$ cat config.mk
export PLATFORM = sky130hd
export DESIGN_NAME = wdt_top
export DESIGN_NICKNAME = d
export VERILOG_FILES = /design/src/inc/wdt_pkg.sv /design/src/hdl/wdt_top.sv
export VERILOG_INCLUDE_DIRS = /design/src /design/src/inc
export SDC_FILE = /design/constraint.sdc
export NUM_CORES = 1
export LEC_CHECK = 0
export ABC_AREA = 0
export BUFFER_PORTS_ARGS = -buffer_cell sky130_fd_sc_hd__buf_2
export CORE_UTILIZATION = 30
export CTS_BUF_LIST = sky130_fd_sc_hd__clkbuf_4 sky130_fd_sc_hd__clkbuf_8
export DETAILED_ROUTE_END_ITERATION = 8
export GPL_TIMING_DRIVEN = 0
export HOLD_SLACK_MARGIN = 0.06
export PLACE_DENSITY = 0.59
export SLEW_MARGIN = 20
export SYNTH_ARGS = -nofsm -noshare
export SYNTH_HDL_FRONTEND = slang
export SYNTH_SLANG_ARGS = --single-unit
$ cat constraint.sdc
create_clock -name pclk -period 5.4 [get_ports pclk]
set_input_delay 0.54 -clock pclk [delete_from_list [all_inputs] [get_ports pclk]]
set_output_delay 0.54 -clock pclk [all_outputs]
set_load 0.02 [all_outputs]
$ cat src/inc/wdt_regs.svh
`ifndef WDT_REGS_SVH
`define WDT_REGS_SVH
// register byte addresses
`define WDT_ADDR_CTRL 12'h000
`define WDT_ADDR_CAUSE 12'h004
`define WDT_ADDR_STAT 12'h008
`define WDT_ADDR_MASK 12'h00C
`define WDT_ADDR_CFG 12'h010
// field positions
`define WDT_EN_BIT 0
`define WDT_TO_BIT 1
`define WDT_PD_BIT 0
`define WDT_EV_TIMEOUT 0
`define WDT_EV_CLEAR 1
// timing
`define WDT_CLK_HZ 50000000
`define WDT_BASE_US 4000
`define WDT_BASE_CYC ((`WDT_CLK_HZ / 1000000) * `WDT_BASE_US)
// reset values
`define WDT_PS_RESET 4'hF
`define WDT_CFG_EN_RESET 1'h1
`endif

$ cat src/inc/wdt_pkg.sv
package wdt_pkg;
    // controller state, one-hot
    typedef enum logic [2:0] {
        WDT_OFF = 3'h1,
        WDT_RUN = 3'h2,
        WDT_FIRE = 3'h4
    } wdt_state_t;

    // whole block state
    typedef struct packed {
        wdt_state_t st;
        logic [17:0] base_cnt;
        logic [15:0] post_cnt;
        logic soft_en;
        logic cfg_en;
        logic [3:0] period_sel;
        logic timeout_flag;
        logic powerdown_flag;
        logic [1:0] stat;
        logic [1:0] mask;
        logic [31:0] prdata;
    } wdt_regs_t;

    // events toward the core
    typedef struct packed {
        logic reset_req;
        logic wake_req;
    } wdt_evt_t;
endpackage

$ cat src/hdl/wdt_top.sv
`timescale 1ns/1ps
`include "wdt_regs.svh"
// Function
// - clocked only by rc osc, enable starts it
// - base period nominally 4 ms
// - 16-bit postscaler, tap chosen by config
// - timeout spans 4 ms to ~131 s
// - sleep or clear insn zero both counters
// - oscillator failure clears both counters
// - bit 0 software enable, read/write
// - config enable forces run, ignores bit
// - bits 7-1 read zero, enable resets 0
// - config bits reset to one at power-on
module wdt_top import wdt_pkg::*; (
    input wire logic pclk, // block clock, stands in for rc osc
    input wire logic presetn, // power-on reset, active low
    input wire logic psel,
    input wire logic penable,
    input wire logic pwrite,
    input wire logic [11:0] paddr,
    input wire logic [31:0] pwdata,
    output logic [31:0] prdata,
    output logic pready,
    output logic pslverr,
    input wire logic sleep_insn, // sleep executed, one-cycle pulse
    input wire logic clear_dog_insn, // clear-watchdog executed, pulse
    input wire logic sleeping, // core is in sleep
    input wire logic osc_fail, // primary or secondary clock failure
    output logic internal_rc_osc_en, // requests the rc oscillator on
    output logic dog_reset, // device reset pulse
    output logic dog_wake, // wake-from-sleep pulse
    output logic irq // level interrupt
);
    wdt_regs_t r; // registered state
    wdt_regs_t next_r; // next state
    logic wr; // write access phase
    logic rd; // read access phase
    logic rd_setup; // read setup phase, loads read data early
    logic running; // watchdog active
    logic base_tick; // base period elapsed
    logic expire; // selected tap elapsed
    logic clr; // counter clear
    logic [1:0] ev; // events this cycle
    logic [1:0] w1c; // status clear bits

    // postscaler tap: tap n expires after 2^n base periods
    // the count holds completed base periods, so the tap is hit when
    // the low n bits are all ones at the closing base tick
    // tap 0 has an empty mask and fires on every base tick
    // tap 15 needs 32768 base periods, the longest timeout
    function automatic logic tap_hit(input logic [15:0] cnt, input logic [3:0] sel);
        logic [15:0] lim;
        lim = 16'hFFFF >> (5'h10 - {1'b0, sel});
        return (cnt & lim) == lim;
    endfunction

    // bus phase decode
    // writes land at the access edge; reads are loaded at the setup
    // edge so that the word stands in prdata through the access phase
    assign wr = psel && penable && pwrite;
    assign rd = psel && penable && !pwrite;
    assign rd_setup = psel && !penable && !pwrite;

    // watchdog run and clear conditions
    // the config enable overrides the software bit
    // any of the three clear sources zeroes both counters
    // a clear in the same cycle as an expiry wins, so a late
    // clear-watchdog never lets the timeout slip through
    assign running = r.cfg_en || r.soft_en;
    assign clr = sleep_insn || clear_dog_insn || osc_fail;
    assign base_tick = r.base_cnt == 18'(`WDT_BASE_CYC - 1);
    assign expire = running && base_tick && tap_hit(r.post_cnt, r.period_sel) && !clr;
    assign ev = {clear_dog_insn, expire};
    assign w1c = (wr && paddr == `WDT_ADDR_STAT) ? pwdata[1:0] : 2'h0;

    // next-state logic
    // one process computes the whole next state; the register
    // process below only copies it, so every field has one driver
    always_comb begin
        next_r = r;
        // counting
        // the base counter wraps once per base period; the postscaler
        // advances on each wrap and is zeroed on expiry
        // while stopped both counters are held at zero, so a restart
        // always begins a full timeout
        if (clr || !running) begin
            next_r.base_cnt = 18'h0;
            next_r.post_cnt = 16'h0;
        end else if (base_tick) begin
            next_r.base_cnt = 18'h0;
            next_r.post_cnt = expire ? 16'h0 : r.post_cnt + 16'h1;
        end else begin
            next_r.base_cnt = r.base_cnt + 18'h1;
        end
        // controller state
        // off: counters held; run: counting; fire: one cycle in which
        // the reset or wake pulse goes out, then back to run or off
        unique case (r.st)
            WDT_OFF: begin
                if (running) begin
                    next_r.st = WDT_RUN;
                end
            end
            WDT_RUN: begin
                if (expire) begin
                    next_r.st = WDT_FIRE;
                end else if (!running) begin
                    next_r.st = WDT_OFF;
                end
            end
            WDT_FIRE: begin
                next_r.st = running ? WDT_RUN : WDT_OFF;
            end
        endcase
        // reset-cause flags
        // expiry clears the timeout flag so software can tell a
        // watchdog reset from a power-on one; the clear and sleep
        // instructions set it again, sleep also clears powerdown
        if (expire) begin
            next_r.timeout_flag = 1'b0;
        end else if (clear_dog_insn) begin
            next_r.timeout_flag = 1'b1;
            next_r.powerdown_flag = 1'b1;
        end else if (sleep_insn) begin
            next_r.timeout_flag = 1'b1;
            next_r.powerdown_flag = 1'b0;
        end
        // register writes
        // the soft enable is stored even while the config enable
        // forces the watchdog on; it only matters once that is off
        if (wr && paddr == `WDT_ADDR_CTRL) begin
            next_r.soft_en = pwdata[`WDT_EN_BIT];
        end
        if (wr && paddr == `WDT_ADDR_MASK) begin
            next_r.mask = pwdata[1:0];
        end
        if (wr && paddr == `WDT_ADDR_CFG) begin
            next_r.period_sel = pwdata[4:1];
            next_r.cfg_en = pwdata[0];
        end
        // sticky status, set wins
        // an event in the cycle of a write-one-to-clear stays set,
        // so no event is lost to a racing clear
        next_r.stat = (r.stat & ~w1c) | ev;
        // read data
        // loaded at the setup edge, zero in every other cycle
        // the word therefore stands for exactly the access phase
        next_r.prdata = 32'h0;
        if (rd_setup) begin
            unique case (paddr)
                `WDT_ADDR_CTRL: next_r.prdata = {31'h0, r.soft_en};
                `WDT_ADDR_CAUSE: next_r.prdata = {30'h0, r.timeout_flag, r.powerdown_flag};
                `WDT_ADDR_STAT: next_r.prdata = {30'h0, r.stat};
                `WDT_ADDR_MASK: next_r.prdata = {30'h0, r.mask};
                `WDT_ADDR_CFG: next_r.prdata = {27'h0, r.period_sel, r.cfg_en};
                default: next_r.prdata = 32'h0;
            endcase
        end
    end

    // state register; config bits come up as ones
    // only constants in the reset branch; the watchdog is therefore
    // running straight out of reset with the longest period
    always_ff @(posedge pclk or negedge presetn) begin
        if (!presetn) begin
            r.st <= WDT_OFF;
            r.base_cnt <= 18'h0;
            r.post_cnt <= 16'h0;
            r.soft_en <= 1'b0;
            r.cfg_en <= `WDT_CFG_EN_RESET;
            r.period_sel <= `WDT_PS_RESET;
            r.timeout_flag <= 1'b1;
            r.powerdown_flag <= 1'b1;
            r.stat <= 2'h0;
            r.mask <= 2'h0;
            r.prdata <= 32'h0;
        end else begin
            r <= next_r;
        end
    end

    // outputs
    // bus answers with no wait state and never signals an error
    // the event pulses leave the fire state directly: one cycle long
    assign prdata = r.prdata;
    assign pready = psel && penable; // one wait-free access
    assign pslverr = 1'b0;
    assign internal_rc_osc_en = running;
    assign dog_reset = (r.st == WDT_FIRE) && !sleeping;
    assign dog_wake = (r.st == WDT_FIRE) && sleeping;
    assign irq = |(r.stat & r.mask);

    // assertions
    // all sampled on pclk; the asserts, not the covers, are silenced while reset is asserted
    // counter clearing: any clear source leaves both counters at zero
    a_clear_zeroes: assert property (@(posedge pclk) disable iff (!presetn)
        clr |=> (r.base_cnt == 18'h0 && r.post_cnt == 16'h0))
        else $error("counters not cleared");
    a_fail_clears: assert property (@(posedge pclk) disable iff (!presetn)
        osc_fail |=> r.post_cnt == 16'h0)
        else $error("osc failure did not clear");
    a_force_run: assert property (@(posedge pclk) disable iff (!presetn)
        r.cfg_en |-> internal_rc_osc_en)
        else $error("config enable not forcing run");
    a_soft_write: assert property (@(posedge pclk) disable iff (!presetn)
        (wr && paddr == `WDT_ADDR_CTRL) |=> r.soft_en == $past(pwdata[0]))
        else $error("enable bit not written");
    // control reads: only the enable bit may be nonzero while the
    // word stands on the bus
    a_ctrl_upper: assert property (@(posedge pclk) disable iff (!presetn)
        (rd && paddr == `WDT_ADDR_CTRL) |-> prdata[31:1] == 31'h0)
        else $error("upper control bits nonzero");
    // read data is dropped to zero outside a read
    a_rdata_idle: assert property (@(posedge pclk) disable iff (!presetn)
        !rd_setup |=> prdata == 32'h0)
        else $error("read data left standing");
    // base period length in clock cycles
    a_base_len: assert property (@(posedge pclk) disable iff (!presetn)
        base_tick |-> r.base_cnt == 18'(`WDT_BASE_CYC - 1))
        else $error("base period wrong");
    // stopped watchdog never stays in the run state
    a_stop_leaves: assert property (@(posedge pclk) disable iff (!presetn)
        !running |=> r.st != WDT_RUN)
        else $error("run state kept while disabled");
    // clear instruction event is sticky and beats a clear write
    a_stat_set: assert property (@(posedge pclk) disable iff (!presetn)
        clear_dog_insn |=> r.stat[`WDT_EV_CLEAR])
        else $error("clear event not recorded");
    // a fire cycle sends exactly one of reset and wake
    a_fire_pulse: assert property (@(posedge pclk) disable iff (!presetn)
        r.st == WDT_FIRE |-> (dog_reset ^ dog_wake))
        else $error("fire pulse missing");
    // clear instruction moves the cause flags to the clear pattern
    a_flag_clear: assert property (@(posedge pclk) disable iff (!presetn)
        (clear_dog_insn && !expire) |=> (r.timeout_flag && r.powerdown_flag))
        else $error("cause flags not set by clear");
    a_tap_fire: assert property (@(posedge pclk) disable iff (!presetn)
        expire |=> (r.st == WDT_FIRE && !r.timeout_flag))
        else $error("expiry not acted on");
    a_fire_once: assert property (@(posedge pclk) disable iff (!presetn)
        r.st == WDT_FIRE |=> r.st != WDT_FIRE)
        else $error("fire held too long");
    a_off_idle: assert property (@(posedge pclk) disable iff (!presetn)
        !running |=> (r.base_cnt == 18'h0 || running))
        else $error("counting while off");
    // main scenarios: reset fire, wake fire, clear while running, irq
    c_reset_fire: cover property (@(posedge pclk) dog_reset);
    c_wake_fire: cover property (@(posedge pclk) dog_wake);
    c_clear_insn: cover property (@(posedge pclk) clear_dog_insn && running);
    c_irq: cover property (@(posedge pclk) irq);
endmodule

# Word-level counts from Yosys, hierarchy flattened
# Index checks and enable logic that the tools add are counted.
dict set report classes {
  addsub 3
  n_eq_ne 11
  shifts 1
  mux 15
  bitwise_logic 6
  n_reduce_logical 29
}
# cell n
set ops {}
lappend ops {{34-bit 2-to-1 mux} 1}
lappend ops {{16-bit 2-to-1 mux} 2}
lappend ops {{5-bit case mux with 5 select lines} 1}
lappend ops {{12-bit by 4-bit == test with 1-bit output (second input constant)} 2}
lappend ops {{18-bit by 1-bit adder with 18-bit output (second input constant)} 1}
lappend ops {{18-bit == test (second input constant)} 1}
lappend ops {{18-bit 2-to-1 mux} 1}
lappend ops {{16-bit by 1-bit adder with 16-bit output (second input constant)} 1}
lappend ops {{16-bit AND} 1}
lappend ops {{16-bit == test} 1}
lappend ops {{16-bit by 5-bit right shift with 16-bit output (first input constant)} 1}
lappend ops {{1-bit logical AND} 13}
lappend ops {{12-bit by 3-bit == test with 1-bit output (second input constant)} 1}
lappend ops {{12-bit by 5-bit == test with 1-bit output (second input constant)} 1}
lappend ops {{12-bit zero test} 1}
lappend ops {{3-bit 2-to-1 mux} 3}
lappend ops {{3-bit case mux with 3 select lines} 1}
lappend ops {{2-bit 2-to-1 mux} 4}
lappend ops {{1-bit zero test} 5}
lappend ops {{5-bit 2-to-1 mux} 1}
lappend ops {{5-bit by 4-bit subtractor with 5-bit output (first input constant)} 1}
lappend ops {{2-bit AND} 2}
lappend ops {{1-bit logical OR} 4}
lappend ops {{2-bit AND reduction} 2}
lappend ops {{other kinds (12)} 13}
dict set report totals {
  ff_bits 81
  inputBits 53
  output_inout_bits 38
  elab_cells 76
}

# Depth between registers and ports, before layout
dict set report depth {
  word_depth 9
  ltp_mapped 10
  ltp_nobuf 8
}

# Least setup slack after synthesis
# Ideal clock, no wire load.
dict set report synth_timing {
  kind {reg-to-reg}
  startpoint {register r[38] (netlist bit)}
  endpoint {register r[55] (netlist bit)}
  setup_time_ns 0.122
  t_arrival_ns 2.036
  required_ns 5.278
  slack_ns 3.242
  path_stages_with_launch 9
  path_buffers 0
  period_less_slack_ns 2.158
  cell_sequence {dfstp_2 > inv_1 > ha_1 > o21ai_0 > o41ai_1 > a2bb2oi_1 > or2_2 > and2_1 > a32o_1}
}
dict set report synth_between {
  elab_chain_cells 9
}
# element line_no
set synth_lines {}
lappend synth_lines {{start, declared} wdt_top.sv:34} ;# wdt_regs_t r;
lappend synth_lines {{start signal, assigned} wdt_top.sv:178} ;# r <= next_r;
lappend synth_lines {{5-bit by 4-bit subtractor with 5-bit output (*)} wdt_top.sv:53} ;# lim = 16'hFFFF >> (5'h10 - {1'b0, sel});
lappend synth_lines {{16-bit by 5-bit right shift with 16-bit output (*)} wdt_top.sv:53}
lappend synth_lines {{16-bit AND} wdt_top.sv:54} ;# return (cnt & lim) == lim;
lappend synth_lines {{16-bit == test (*)} wdt_top.sv:54}
lappend synth_lines {{1-bit logical AND (*) (2 in a row)} wdt_top.sv:72} ;# assign expire = running && base_tick && tap_hit(r.post_cnt, r.period_sel) && !clr;
lappend synth_lines {{16-bit 2-to-1 mux (*)} wdt_top.sv:91} ;# next_r.post_cnt = expire ? 16'h0 : r.post_cnt + 16'h1;
lappend synth_lines {{16-bit 2-to-1 mux (*)} wdt_top.sv:89} ;# end else if (base_tick) begin
lappend synth_lines {{34-bit 2-to-1 mux (*)} wdt_top.sv:86} ;# if (clr || !running) begin
# Mark *: on every way between the ends. The rest lies on a longest branch, timed or not. The select of a mux whose other input is x is not followed.
# A chain may end at the register's enable or synchronous reset.

# Worst setup path after layout
dict set report layout_timing {
  startpoint {register r[39] (netlist bit)}
  endpoint {register r[58] (netlist bit)}
}
# Same word-level chain as after synthesis.

==> summary.log <==
qor: status.status finished clean
qor: placement.placed_instance_area 3580 sq um
qor: pwr.switching_share 22.7%
qor: sta.worst_slack 2.94 ns
qor: global_route.largest_net_degree_at_the_start_of_global_routing 55
qor: yosys.dominantRegCellSynth sky130_fd_sc_hd__dfrtp_1
qor: cts.post_cts.resized_instances 0
qor: yosys.yosysWarningCount 0
qor: drt.routed_via_density 4.60
qor: drt.route.detailed.wl_per_inst 11.7 um
qor: cts.worst_skew_pair.late_latency 0.31 ns
qor: cts.cts.hold.buffers_added 0
qor: pwr.total_power 0.835 mW
qor: yosys.synth_largest_area_cell sky130_fd_sc_hd__dfrtp_1
qor: pwr.power.share.combinational 9.1%
qor: yosys.share_of_yosys_cell_area_claimed_by_the_top_area_cell_type 36.7%
qor: cts.cts.root.buffer_cell sky130_fd_sc_hd__clkbuf_8
qor: finish.fillers 1003
qor: pwr.vdd.ir_drop.worst 0.000207 V
qor: drt.drt-total-wl 6310 um
qor: yosys.synth-edff-count 0
qor: worst_setup_path.endpoint_kind flip-flop
qor: cts.cts_tree done
qor: pwr.cellPowerDensity 224 nW/um^2
qor: pwr.pwr-share-seq 51.3%
qor: floorplanning.fp.dieH 104 um
qor: worst_setup_path.cp_slowest_stage_delay 0.57 ns
qor: sta.totalNegativeSetupSlack 0 ns
qor: floorplanning.total_die_area 10900 sq um
qor: yosys.netlist-cell-type-count 53
qor: global_route.antenna_violations_before_repair 0
qor: worst_setup_path.worstSetupStartpointType flip-flop
qor: finish.antenna-diode-count 0
qor: placement.dp.final_hpwl 4770 um
qor: floorplanning.num_io_pins 91
qor: pwr.clockPowerShare 39.6%
qor: worst_setup_path.timing.rr.start r[39]
qor: sta.grt_setup_unrepaired no
qor: yosys.syn-cell-area 3140 sq um
qor: finish.finish.instance_area 3720 sq um
qor: worst_setup_path.cp_data_required_time 5.60 ns
qor: floorplanning.core_region_area 9950 sq um
qor: sta.slew_violations 0
qor: finish.proportion_of_layout_cells_with_a_drive_suffix_above_1 24.7%
qor: placement.detailedPlace.worstSlack 2.92 ns
qor: sta.finalHoldViolCount 0
qor: placement.port-buffer-count 34
qor: floorplanning.initial_standard_cell_utilization_of_the_core 31.5%
qor: floorplanning.die_width 104 um
qor: global_route.grt_pass1_wl 10700 um
qor: worst_setup_path.reg2reg_slack 2.94 ns
qor: yosys.cell_types_occupying_the_most_area_after_synthesis sky130_fd_sc_hd__dfrtp_1 (37%), sky130_fd_sc_hd__buf_4 (8.1%), sky130_fd_sc_hd__dfstp_2 (6.7%)
qor: worst_setup_path.worstSetupPathType flip-flop to flip-flop
qor: yosys.sequential_to_total_area_share_from_yosys_stat 43.3%
qor: floorplanning.std_cell_rows 36
qor: yosys.list_of_most_frequent_post_synthesis_cells sky130_fd_sc_hd__dfrtp_1 (46), sky130_fd_sc_hd__nor2_1 (36), sky130_fd_sc_hd__buf_4 (34)
qor: yosys.postSynthAreaPerCell 9.35 sq um
qor: sta.clock_tree_skew_after_final_layout 0.0113 ns
qor: cts.clock_transition_at_the_registers_of_the_reported_paths 0.10 ns
qor: cts.htree_num_levels 2
qor: worst_setup_path.reg2reg_depth 10
qor: worst_hold_path.hp-class input port to asynchronous set/reset pin
qor: pwr.intPower 0.645 mW
qor: worst_setup_path.worstPathArrival 2.67 ns
qor: placement.place.gp.congestion 0.821
qor: drt.drt_pass1_iterations 4
qor: drt.vias 2477
qor: pwr.switchingPower 0.189 mW
qor: sta.timing.fmax 406 MHz
qor: sta.worst_slew_margin_relative_to_its_limit 54.3%
qor: global_route.grt_pass1_vias 2356
qor: yosys.synth-async-reset-ratio 100%
qor: worst_setup_path.crit_path_cell_trace inv_1 -> ha_1 -> o21ai_0 -> o41ai_1 -> a2bb2oi_1 -> o2111a_1 -> buf_6 -> buf_12 -> a21oi_1 -> o21bai_1
qor: cts.tritoncts.num_buffers 5
qor: sta.max_slew.worst_pin.slew 0.686 ns
qor: worst_setup_path.worstReg2RegEnd r[58]
qor: finish.layout-area-overhead-vs-synth 18.6%
qor: global_route.track_usage 11.9%
qor: finish.finalCoreUtilization 37.4%
qor: yosys.post-synth-top-count-cell sky130_fd_sc_hd__dfrtp_1
qor: worst_setup_path.critical_path.max_fanout 10
qor: drt.drt_drc_violations_left 0
qor: cts.postCtsSetupBuffers 0
qor: finish.num-nets-final 462
qor: sta.setup_viol 0
qor: worst_setup_path.slowest_stage sky130_fd_sc_hd__dfstp_2
qor: sta.finalCriticalPeriod 2.46 ns
qor: pwr.reported_leakage_power 1.67 nW
qor: cts.cts_sinks 54
qor: yosys.ys_seq_elements 54
qor: flow_run.drv_cap 0
qor: drt.detail_route.iter0.violations 158
qor: cts.cts.path.max_buffers 2
qor: global_route.global_route.overflow_total 0
qor: drt.drt.antenna.violating_nets 0
qor: sta.final_min_period_over_clock_period 45.6%
qor: yosys.syn_inst 336
[layer usage]
metal	track usage, %	up-vias	wire, um
met2	20.8	64	3060
met5	0	-	0
met4	3.78	0	79
met1	15.0	1160	2920
li1	-	1247	-
met3	1.63	6	251
[critical path, delay by kind of cell (launching register included)]
kind	cells	cell delay [ns]
DFF	1	0.57
buffers and inverters	3	0.38
AOI/OAI and AO/OA	6	1.04
adders and majority gates	1	0.36
[state kept, by name, indices dropped and copies added, names as in the netlist]
| register | flops |
|---|---|
| r | 49 |
| prdata | 5 |
[through the flow]
stage	hold slack, ns	std cells
CTS	0.297	538
floorplan	0.244	363
detailed placement	0.509	530
global route	0.327	538
finish	0.252	538
global placement	0.507	530
[power by group through the flow]
| stage | Combinational, mW | Clock (mW) | Sequential, mW |
|---|---|---|---|
| floorplan | 0.0538 | 0 | 0.432 |
| global placement | 0.0757 | 0 | 0.434 |
| detailed placement | 0.0772 | 0 | 0.435 |
| CTS | 0.0769 | 0.340 | 0.428 |
| global route | 0.0858 | 0.352 | 0.430 |
| finish | 0.0763 | 0.330 | 0.428 |
[cells in the final DEF (no fill, tap or decap), types with 3 or more instances in the layout]
cell                       count
sky130_fd_sc_hd__nand4_1       6
sky130_fd_sc_hd__nor4_1        7
sky130_fd_sc_hd__mux2_2        8
sky130_fd_sc_hd__a21o_1        3
sky130_fd_sc_hd__nand3b_1      3
sky130_fd_sc_hd__a21oi_1      13
sky130_fd_sc_hd__inv_1        15
sky130_fd_sc_hd__conb_1       28
sky130_fd_sc_hd__xnor2_1       8
sky130_fd_sc_hd__buf_2        33
sky130_fd_sc_hd__and3_1       10
sky130_fd_sc_hd__xor2_1       13
sky130_fd_sc_hd__nor3_1       10
sky130_fd_sc_hd__or3_1         3
sky130_fd_sc_hd__nor2_1       36
sky130_fd_sc_hd__nand2_1      22
sky130_fd_sc_hd__and2_1        7
sky130_fd_sc_hd__nand3_1      23
sky130_fd_sc_hd__o22ai_1       4
sky130_fd_sc_hd__dfrtp_1      46
sky130_fd_sc_hd__dfstp_2       8
sky130_fd_sc_hd__clkbuf_8      6
sky130_fd_sc_hd__buf_4        35
sky130_fd_sc_hd__mux2i_1       4
sky130_fd_sc_hd__o21ai_0      13
sky130_fd_sc_hd__ha_1          5
[final cells by class]
cell class | instances | area [sq um] | share of cell area (%)
sequential | 54 | 1360 | 36.6
buffer | 38 | 294 | 7.90
clock buffer | 6 | 82.6 | 2.22
tap | 133 | 166 | 4.47
inverter | 15 | 56.3 | 1.51
clock inverter | 2 | 60.1 | 1.61
timing repair buffer | 34 | 173 | 4.64
multi-input combinational | 256 | 1530 | 41.1
[cell families after synthesis]
| group | synth area share [%] |
|---|---|
| and+or+nand+nor | 22.9 |
| DFF | 43.3 |
| buffers and inverters | 11.2 |
| AOI/OAI and AO/OA | 10.4 |
| xor gates and xnor gates | 5.86 |
| muxes | 4.14 |
| adders and majority gates | 1.99 |
| other | 0.119 |
[worst max path at each step]
| stage | startpoint | endpoint | slack [ns] | depth (start not counted) |
|---|---|---|---|---|
| final | r[39] | r[58] | 2.94 | 10 |
| after global placement | r[38] | r[49] | 2.92 | 8 |
| after global routing | r[39] | r[58] | 2.74 | 10 |
| after detailed placement | r[39] | r[58] | 2.92 | 10 |
| after floorplan | r[38] | r[55] | 3.24 | 8 |
| after CTS | r[39] | r[58] | 2.91 | 10 |
Power figures use the tool's default switching activity.
